==> src/include/mid_pkg.sv <==
// Shared constants and types for the interrupt dispatch block
package mid_pkg;

  localparam int NUM_SRC = 15;

  // Register map
  localparam logic [7:0] REG_IE       = 8'ha8;
  localparam logic [7:0] REG_EXT_EN   = 8'ha9;
  localparam logic [7:0] REG_PRIO_LO  = 8'hb8;
  localparam logic [7:0] REG_PRIO_HI  = 8'hb9;
  localparam logic [7:0] REG_STATUS   = 8'hba;
  localparam logic [7:0] REG_LATENCY  = 8'hbb;
  localparam logic [7:0] IE_RESET     = 8'h00;
  localparam logic [7:0] EXT_EN_RESET = 8'h00;
  localparam logic [7:0] PRIO_RESET   = 8'h00;
  localparam logic [7:0] UNMAPPED_RD  = 8'h00;

  // Field positions and source indices
  localparam int IE_GLOBAL_BIT = 7;
  localparam int IE_LOCAL_BITS = 7;
  localparam int SRC_EXT0      = 0;
  localparam int SRC_EXT1      = 2;
  localparam int SRC_SERIAL    = 6;
  localparam int SRC_RESERVED  = 8;

  // Vector table: base plus fixed eight-byte step per arbitration order
  localparam logic [15:0] VEC_BASE = 16'h0003;
  localparam logic [15:0] VEC_STEP = 16'h0008;
  localparam logic [15:0] VEC_EXT0 = 16'h0003;
  localparam logic [15:0] VEC_EXT1 = 16'h0013;
  localparam logic [15:0] VEC_SERIAL = 16'h0033;

  // Sources whose pending flag hardware clears when vectoring
  localparam logic [14:0] HW_CLEAR_MASK = 15'h000f;

  // Timing in system clocks
  localparam int DETECT_CYCLES = 1;
  localparam int CALL_CYCLES   = 4;
  localparam int INTERRUPT_RETURN_INSTRUCTION_CYCLES   = 5;
  localparam int DIV_CYCLES    = 8;
  localparam int BEST_CYCLES   = DETECT_CYCLES + CALL_CYCLES;
  localparam int WORST_CYCLES  = DETECT_CYCLES + INTERRUPT_RETURN_INSTRUCTION_CYCLES + DIV_CYCLES + CALL_CYCLES;

  typedef enum logic [1:0] {ST_IDLE, ST_DETECT, ST_CALL} mid_state_t;

  typedef struct packed {
    logic [7:0] addr;
    logic [7:0] wdata;
    logic       wr;
    logic       rd;
  } mid_bus_t;

  typedef struct packed {
    logic insnEnd;
    logic retiEnd;
  } mid_core_t;

  typedef struct packed {
    logic        ext0Pending;
    logic        ext1Pending;
    logic        serialXferDoneFlag;
    logic        writeCollisionFlag;
    logic        modeFaultFlag;
    logic        receiveOverrunFlag;
    logic [10:0] otherPending;
  } mid_flags_t;

endpackage

==> src/mid_dispatch.sv <==
// Interrupt dispatch: arbitration, vectoring call sequence and enable registers
`timescale 1ns/1ps
`default_nettype none

module mid_dispatch
  import mid_pkg::*;
(
  input  wire logic        ref_clk,
  input  wire logic        sys_rst,
  input  wire mid_bus_t    regBus,
  output logic      [7:0]  regRdata,
  input  wire mid_core_t   core,
  input  wire mid_flags_t  flags,
  output logic             callActive,
  output logic      [15:0] vectorAddr,
  output logic      [14:0] hwClear
);

  mid_state_t  state;
  logic [7:0]  interrupt_enable;
  logic [7:0]  extEnable;
  logic [7:0]  prioLo;
  logic [7:0]  prioHi;
  logic        inSvcLow;
  logic        inSvcHigh;
  logic        holdoff;
  logic [3:0]  curIdx;
  logic        curHigh;
  logic [1:0]  callCnt;
  logic [7:0]  latCnt;
  logic [7:0]  lastLatency;

  logic [14:0] pending;
  logic [14:0] enables;
  logic [14:0] priority15;
  logic [14:0] requests;
  logic [14:0] eligible;
  logic        anyReq;
  logic [3:0]  winIdx;
  logic        winValid;
  logic        startCall;

  function automatic logic [15:0] vec_of(input logic [3:0] idx);
    logic [15:0] off;
    off = VEC_STEP * {12'h000, idx};
    return VEC_BASE + off;
  endfunction

  // Lowest index in the set wins
  function automatic logic [3:0] first_set(input logic [14:0] v);
    logic [3:0] r;
    r = 4'h0;
    for (int i = NUM_SRC - 1; i >= 0; i--) begin
      if (v[i]) begin
        r = 4'(i);
      end
    end
    return r;
  endfunction

  // Source map; serial flags are merged here and never cleared by this block
  always_comb begin
    pending                = '0;
    pending[SRC_EXT0]      = flags.ext0Pending;
    pending[SRC_EXT1]      = flags.ext1Pending;
    pending[SRC_SERIAL]    = flags.serialXferDoneFlag | flags.writeCollisionFlag
                           | flags.modeFaultFlag | flags.receiveOverrunFlag;
    pending[1]             = flags.otherPending[0];
    pending[5:3]           = flags.otherPending[3:1];
    pending[7]             = flags.otherPending[4];
    pending[14:9]          = flags.otherPending[10:5];
  end

  always_comb begin
    enables               = {extEnable, interrupt_enable[IE_LOCAL_BITS-1:0]};
    enables[SRC_RESERVED] = 1'b0;
    priority15            = {prioHi, prioLo[IE_LOCAL_BITS-1:0]};
  end

  assign requests = interrupt_enable[IE_GLOBAL_BIT] ? (pending & enables) : '0;
  assign anyReq   = |requests;

  // Running high routine blocks all; running low routine admits only high
  always_comb begin
    if (inSvcHigh) begin
      eligible = '0;
    end else if (inSvcLow) begin
      eligible = requests & priority15;
    end else begin
      eligible = requests;
    end
  end

  always_comb begin
    winValid = |eligible;
    if (|(eligible & priority15)) begin
      winIdx = first_set(eligible & priority15);
    end else begin
      winIdx = first_set(eligible);
    end
  end

  // Vectoring waits for an instruction boundary, so return and divide
  // lengths come straight from the core
  // The boundary that ends a return is skipped, so at least one more
  // instruction runs before a source that is still pending is vectored
  assign startCall = (state == ST_DETECT) && winValid && core.insnEnd
                   && !core.retiEnd;

  always_ff @(posedge ref_clk) begin
    if (sys_rst) begin
      state   <= ST_IDLE;
      callCnt <= 2'b00;
    end else begin
      case (state)
        ST_IDLE: begin
          if (winValid) begin
            state <= ST_DETECT;
          end
        end
        ST_DETECT: begin
          if (!winValid) begin
            state <= ST_IDLE;
          end else if (startCall) begin
            state   <= ST_CALL;
            callCnt <= 2'(CALL_CYCLES - 1);
          end
        end
        ST_CALL: begin
          if (callCnt == 2'b00) begin
            state <= ST_IDLE;
          end else begin
            callCnt <= callCnt - 2'b01;
          end
        end
        default: begin
          state <= ST_IDLE;
        end
      endcase
    end
  end

  assign callActive = (state == ST_CALL);

  // Marks the gap between a return and the next boundary, for status
  always_ff @(posedge ref_clk) begin
    if (sys_rst) begin
      holdoff <= 1'b0;
    end else if (core.retiEnd) begin
      holdoff <= 1'b1;
    end else if (core.insnEnd) begin
      holdoff <= 1'b0;
    end
  end

  always_ff @(posedge ref_clk) begin
    if (sys_rst) begin
      curIdx     <= 4'h0;
      curHigh    <= 1'b0;
      vectorAddr <= 16'h0000;
      hwClear    <= '0;
    end else begin
      hwClear <= '0;
      if (startCall) begin
        curIdx     <= winIdx;
        curHigh    <= priority15[winIdx];
        vectorAddr <= vec_of(winIdx);
        hwClear    <= HW_CLEAR_MASK & (15'h0001 << winIdx);
      end
    end
  end

  // A return closes the innermost routine; a new call in that same cycle
  // cannot happen because startCall excludes return completion
  always_ff @(posedge ref_clk) begin
    if (sys_rst) begin
      inSvcLow  <= 1'b0;
      inSvcHigh <= 1'b0;
    end else if (startCall) begin
      if (priority15[winIdx]) begin
        inSvcHigh <= 1'b1;
      end else begin
        inSvcLow <= 1'b1;
      end
    end else if (core.retiEnd) begin
      if (inSvcHigh) begin
        inSvcHigh <= 1'b0;
      end else begin
        inSvcLow <= 1'b0;
      end
    end
  end

  // Response time from detection to last call clock, saturating
  always_ff @(posedge ref_clk) begin
    if (sys_rst) begin
      latCnt      <= 8'h00;
      lastLatency <= 8'h00;
    end else if (state == ST_IDLE) begin
      latCnt <= 8'(DETECT_CYCLES);
    end else begin
      if (latCnt != 8'hff) begin
        latCnt <= latCnt + 8'h01;
      end
      if (state == ST_CALL && callCnt == 2'b00) begin
        lastLatency <= latCnt;
      end
    end
  end

  always_ff @(posedge ref_clk) begin
    if (sys_rst) begin
      interrupt_enable <= IE_RESET;
      extEnable        <= EXT_EN_RESET;
      prioLo           <= PRIO_RESET;
      prioHi           <= PRIO_RESET;
    end else if (regBus.wr) begin
      case (regBus.addr)
        REG_IE:      interrupt_enable <= regBus.wdata;
        REG_EXT_EN:  extEnable        <= regBus.wdata;
        REG_PRIO_LO: prioLo           <= regBus.wdata;
        REG_PRIO_HI: prioHi           <= regBus.wdata;
        default: begin
        end
      endcase
    end
  end

  always_ff @(posedge ref_clk) begin
    if (sys_rst) begin
      regRdata <= 8'h00;
    end else if (regBus.rd) begin
      case (regBus.addr)
        REG_IE:      regRdata <= interrupt_enable;
        REG_EXT_EN:  regRdata <= extEnable;
        REG_PRIO_LO: regRdata <= prioLo;
        REG_PRIO_HI: regRdata <= prioHi;
        REG_STATUS:  regRdata <= {inSvcHigh, inSvcLow, holdoff, callActive, curIdx};
        REG_LATENCY: regRdata <= lastLatency;
        default:     regRdata <= UNMAPPED_RD;
      endcase
    end else begin
      regRdata <= 8'h00;
    end
  end
endmodule // mid_dispatch

`default_nettype wire

==> config.mk <==
export PLATFORM = sky130hd
export DESIGN_NAME = mid_dispatch
export DESIGN_NICKNAME = d
export VERILOG_FILES = /design/src/include/mid_pkg.sv /design/src/mid_dispatch.sv
export SDC_FILE = /design/constraint.sdc
export NUM_CORES = 1
export LEC_CHECK = 0
export BUFFER_PORTS_ARGS = -buffer_cell sky130_fd_sc_hd__clkbuf_2
export CORE_MARGIN = 3
export CORE_UTILIZATION = 40
export DETAILED_ROUTE_END_ITERATION = 16
export GPL_TIMING_DRIVEN = 1
export PLACE_DENSITY = 0.59
export SYNTH_ARGS = -nofsm -noshare
export SYNTH_HDL_FRONTEND = slang
export SYNTH_SLANG_ARGS = --single-unit
export TNS_END_PERCENT = 50
==> constraint.sdc <==
create_clock -name ref_clk -period 2.8 [get_ports ref_clk]
set_clock_uncertainty 0.05 [all_clocks]
set_input_delay 0.28 -clock ref_clk [delete_from_list [all_inputs] [get_ports ref_clk]]
set_output_delay 0.28 -clock ref_clk [all_outputs]
set_load 0.005 [all_outputs]
After elaboration in Yosys (flattened, before gate mapping)

Cells that the tools add are included.

Add/subtract/negate cells: 3
Multipliers: 0
Divide/modulo/power cells: 0
Order comparisons: 1
Equal/unequal tests: 18
Shift-type cells: 1
Muxes and demuxes: 57
Bitwise logic cells: 9
Reduce and logical (&&, ||, !) cells: 25

Operator list:

| operator                                              | count |
|---|---|
| two-way mux 4 bit                                     | 31 |
| == test 8 bit, second input constant                  | 6 |
| case mux 8 bit (6 select lines)                       | 1 |
| bitwise AND 15 bit                                    | 3 |
| two-way mux 15 bit                                    | 3 |
| OR reduction 15 bit                                   | 2 |
| two-way mux 2 bit                                     | 7 |
| two-way mux 1 bit                                     | 12 |
| AND reduction 2 bit                                   | 6 |
| inequality test 2 bit, second input constant          | 5 |
| adder 2 x 7 -> 8 bit, first input constant            | 1 |
| adder 8 x 1 -> 8 bit, second input constant           | 1 |
| inequality test 8 bit, second input constant          | 1 |
| nonzero test 2 bit                                    | 4 |
| inequality test 2 x 1 -> 1 bit, second input constant | 3 |
| case mux 2 bit (3 select lines)                       | 1 |
| AND reduction 3 bit                                   | 2 |
| OR reduction 2 bit                                    | 3 |
| < comparator 4 x 5 -> 1 bit, second input constant    | 1 |
| binary-select mux 1 bit (select 4 bit)                | 1 |
| logical AND 1 bit                                     | 4 |
| logical NOT 2 bit                                     | 2 |
| case mux 2 bit (2 select lines)                       | 1 |
| AND reduction 4 bit                                   | 1 |
| 8 further kinds                                       | 12 |

Register bits after elaboration: 98
Bits in latches: 0
Bits in writable memories: 0
Memory bits (read-only): 0
Bits of input ports: 39
Output and inout port bits: 40
Word-level logic and storage cells: 131
Memories kept: 0

Depth between registers and ports, before layout

Word-level depth: 29
Gate-level depth with buffers: 10

Least setup slack after synthesis

No wires, ideal clock.

Path kind: register to register
Start: register inSvcHigh
End: register inSvcLow
Setup time: 0.116 ns
Arrival time: 2.150 ns
Required time: 2.634 ns
Setup slack: 0.484 ns
Stages on the path, launching flop included: 10
Buffers on the path: 1
Period minus slack after synthesis: 2.316 ns
Path through: dfxtp_1 > buf_6 > and4b_4 > o2bb2a_4 > a41o_1 > a21oi_2 > o211ai_2 > a32oi_4 > o2111ai_1 > a41o_1

Cells in the longest elaborated chain, start to end: 22

Ends and longest elaborated chain:

| element                                 | RTL line                               | text |
|---|---|---|
| from (decl)                             | mid_dispatch.sv:25                     | `logic inSvcHigh;` |
| from (signal assigned)                  | mid_dispatch.sv:178                    | `inSvcHigh <= 1'b0;` |
| from (signal assigned)                  | mid_dispatch.sv:181                    | `inSvcHigh <= 1'b1;` |
| from (signal assigned)                  | mid_dispatch.sv:187                    | `inSvcHigh <= 1'b0;` |
| two-way mux 15 bit                      | mid_dispatch.sv:85                     | `if (inSvcHigh) begin` |
| bitwise AND 15 bit                      | mid_dispatch.sv:96, mid_dispatch.sv:97 |  |
| two-way mux 4 bit (15 in series)        | mid_dispatch.sv:54                     | `if (v[i]) begin` |
| two-way mux 4 bit                       | mid_dispatch.sv:96                     | `if (\|(eligible & priority15)) begin` |
| binary-select mux 1 bit (select 4 bit)  | mid_dispatch.sv:180                    | `if (priority15[winIdx]) begin` |
| two-way mux 1 bit (not written as such) | mid_dispatch.sv:180                    |  |
| inequality test 2 bit (no source line)  | n/a                                    |  |
| AND reduction 3 bit (no source line)    | n/a                                    |  |
| to (signal assigned)                    | mid_dispatch.sv:177                    | `inSvcLow <= 1'b0;` |
| to (signal assigned)                    | mid_dispatch.sv:183                    | `inSvcLow <= 1'b1;` |
| to (signal assigned)                    | mid_dispatch.sv:189                    | `inSvcLow <= 1'b0;` |
| to (decl)                               | mid_dispatch.sv:24                     | `logic inSvcLow;` |

Several ways; a longest one is shown, not always the timed one. The select of a mux whose other input is x is not followed.
A chain may end at the register's enable or synchronous reset.

Final worst setup path

Start: register interrupt_enable[7]
End: register inSvcLow

Cells in the longest elaborated chain, start to end: 25

Ends and longest elaborated chain:

| element                                 | RTL line                               | text |
|---|---|---|
| from (decl)                             | mid_dispatch.sv:20                     | `logic [7:0] interrupt_enable;` |
| from (signal assigned)                  | mid_dispatch.sv:219                    | `REG_IE: interrupt_enable <= regBus.wdata;` |
| two-way mux 15 bit (*)                  | mid_dispatch.sv:80                     | `assign requests = interrupt_enable[IE_GLOBAL_BIT] ? (pending & enables) : '0;` |
| bitwise AND 15 bit                      | mid_dispatch.sv:88                     | `eligible = requests & priority15;` |
| two-way mux 15 bit (*)                  | mid_dispatch.sv:87                     | `end else if (inSvcLow) begin` |
| two-way mux 15 bit (*)                  | mid_dispatch.sv:85                     |  |
| bitwise AND 15 bit                      | mid_dispatch.sv:96, mid_dispatch.sv:97 |  |
| two-way mux 4 bit (15 in series)        | mid_dispatch.sv:54                     |  |
| two-way mux 4 bit                       | mid_dispatch.sv:96                     |  |
| binary-select mux 1 bit (select 4 bit)  | mid_dispatch.sv:180                    |  |
| two-way mux 1 bit (not written as such) | mid_dispatch.sv:180                    |  |
| inequality test 2 bit (no source line)  | n/a                                    |  |
| AND reduction 3 bit (no source line)    | n/a                                    |  |

Mark *: on every way between the ends. The rest lies on a longest branch, timed or not. The select of a mux whose other input is x is not followed.

==> reports/summary.txt <==
Fraction of the mapped netlist area in compound gates: 20.2%
Crit end category: flip-flop
Total of flip-flops plus latches after synthesis: 72
Routed len/inst: 17.7 µm
Total vias in the final route: 3806
Cell chosen for the clock root: clkbuf_8
Area leader, netlist: dfxtp_1
Final critical-path setup slack: 0.164 ns
Final critical delay including setup and external delays: 2.64 ns
Number of H-tree branching levels: 3
Path type of the worst setup path: reg2reg
Final RePlAce weighted congestion: 0.925
Total Nets Final: 589
Status: complete, no violations
Metal-1 WL: 5240 µm
Most used cells in the layout excluding fill and tap cells: 70 x dfxtp_1, 61 x nor2_1, 57 x clkbuf_2
Area growth from synthesis to layout: 14.5%
Class of the most critical hold timing path: in2reg
Die height: 107 µm
Library cell contributing the largest single delay on the critical path: o41ai_1
Largest fanout on the critical path: 8
Antenna violations before repair: 0
Number of global-route vias before repair: 3657
Type of element launching the critical path: flip-flop
Clock tree from TritonCTS: yes
Synth Flop Type: dfxtp_1
Required @ worst endpoint: 3.00 ns
Total of buffers placed on input and output ports: 57
Gate Count Post-Synth: 493
Most common cell after layout, fill and taps aside: dfxtp_1
Post-synthesis adder-cell area fraction: 0.610%
Clock sinks: 72
Max-Cap Viols: 0
Clock transition at path regs: 0.09 ns
Syn Std Cell Area: 4100 µm²
Core region area: 9860 µm²
Met3 layer wire length in the routed design: 821 µm
Die footprint: 11500 µm²
Detailed Route WL: 12100 µm
Mux contribution to synthesized area: 8.42%
Simple logic cell fraction of the synthesized area: 26.7%
Count of unresolved DRC violations after routing: 0
Global Route Usage Sum: 21.7%
Met2 wirelength from detailed routing: 5860 µm
Achievable clock frequency: 0.379 GHz
I/O pin total: 79
Worst path max stage delay: 0.43 ns
DRT iter0 DRCs: 227
Global route overflow: 0
Proportion of netlist area held by the largest area contributor: 35.2%
Starting utilization of the core area: 41.6%
Syn_area_per_cell: 8.32 µm²
Slew headroom: 59.9%
Largest delay share family, worst path: compound AO/OA/AOI/OAI gates
Arr. time, crit path: 2.84 ns
Largest family of logic cells by synthesized area: simple AND/OR/NAND/NOR gates
Pre-antenna DRT Iters: 5
Worst vdd rail ir drop: 220 µV
Async SR Flop Fraction: 0%
Maximum number of buffers from clock root to sink: 2
Power per standard cell area: 441 nW/µm²
Insertion delay of the later-clocked pin in the worst-skew pair: 0.36 ns
Standard-cell row count: 36
Estimated wirelength of the detail-placed design: 9210 µm
Pin count of the biggest net entering global routing: 29
Uppermost metal layer occupied by signal nets: met4
Number of slew-limit violations in the final report: 0
Cells along the critical path: buf_4 > and4b_4 > a211oi_1 > o21ai_0 > a31oi_1 > o41ai_1 > a22o_1 > o2111ai_1 > a41o_1
Total CTS buffers: 9
Number of diodes: 0
Worst Max-Slew Pin Slew: 0.599 ns
Part of the cycle the worst path needs: 94.1%
Post-synthesis xor/xnor area fraction: 0.641%
Worst Setup Slack post-DPL: 0.118 ns
Buffer and inverter count on the worst path: 1
Seq/Total Area, Yosys: 35.2%
Hold Vio Cnt, Final: 0
Detail-routed via count per cell: 5.55
Pleak: 1.82 nW
Die width: 107 µm
Yosys warnings: 0
Number of enable flip-flop cells after synthesis: 0
Antenna Violating Nets Remaining: 0
Proportion of layout cells with a drive suffix above 1: 23.1%
Top cells by area, synth: dfxtp_1 35%, mux2i_1 5.9%, nor2_1 5.6%
Final count of negative-setup-slack endpoints: 0
Number of buffers inserted for hold repair after clock tree synthesis: 0
Util after Layout: 47.6%
Distinct cells, synth: 69
First-pass GRT wire length: 19100 µm
-- metrics by stage --
stage	setup TNS, ns	std cells	power, mW	instance area (µm²)	hold slack, ns
final	0	686	2.07	4690	0.131
after global routing	-0.0263	686	2.14	4690	0.143
after CTS	0	686	2.09	4680	0.117
after detailed placement	0	670	1.14	4460	0.398
after global placement	0	670	1.14	4460	0.395
after floorplan	0	513	1.11	4180	0.347
-- worst paths after layout --
path,cells past startpoint,slack (ns),endpoint,startpoint
setup / recovery,9,0.16,inSvcLow,interrupt_enable[7]
hold / removal,3,0.13,prioLo[4],regBus[6]
setup reg to reg,9,0.16,inSvcLow,interrupt_enable[7]
hold reg to reg,2,0.41,lastLatency[3],lastLatency[3]
-- power breakdown --
group,switching [mW],internal (mW),total [mW]
logic,0.0583,0.0310,0.0893
clock network,0.440,0.512,0.952
registers,0.00270,1.03,1.03
-- logic make-up (layout without fill, tap and decap cells) --
kind of cell	count (synthesis)	count (layout)
adders and majority gates	2	2
xor gates and xnor gates	3	3
buffers and inverters	62	102
muxes	33	33
and+or+nand+nor	212	212
AOI/OAI and AO/OA	108	108
other	1	21
DFF	72	72
-- cells in the mapped netlist, types with 3 or more instances --
cell type	number
and3_1	3
a31oi_1	5
buf_4	23
mux2i_1	24
buf_2	3
clkbuf_1	20
nor2_1	61
o2111ai_1	3
or2_2	4
a211oi_1	4
nor3b_1	4
nor2b_1	8
o21ai_0	20
a222oi_1	8
o211ai_1	4
nand3_1	42
o2111ai_2	3
nand2b_1	5
nand4b_1	4
and4_1	3
mux2_2	8
nor3_1	4
a22o_1	4
a21oi_1	30
a2bb2oi_1	3
nand4_1	9
and2_1	4
nand2_1	46
inv_1	12
dfxtp_1	72
-- registers in the layout (all words and copies together) (netlist names), 2 cells and up --
name	flops
callCnt	2
curIdx	4
extEnable	8
hwClear	4
interrupt_enable	8
lastLatency	8
latCnt	8
prioHi	8
prioLo	8
regRdata	8
state	2
-- worst min-delay path: stages --
cell	delay, ns
clkbuf_2	0.11
nand3_1	0.07
a21oi_1	0.05
-- area by class of cell --
| class | instances | area (µm²) |
|---|---|---|
| clock inverter | 7 | 103 |
| fill | 1007 | 5170 |
| timing repair buffer | 73 | 405 |
| sequential | 72 | 1440 |
| multi-input combinational | 379 | 2400 |
| tap | 133 | 166 |
| inverter | 13 | 48.8 |
| clock buffer | 9 | 124 |
-- what timing repair did --
item,in CTS,in global routing
setup buffers,0,0
resized for setup,0,3
setup endpoints to repair,0,6
-- metal layers --
layer | GRT usage, % | vias to the layer above
met1 | 28.1 | 1798
li1 | - | 1865
met5 | 0 | -
met3 | 5.18 | 19
met2 | 35.3 | 124
met4 | 7.67 | 0
Note: power is estimated with default switching activity, not from simulation.
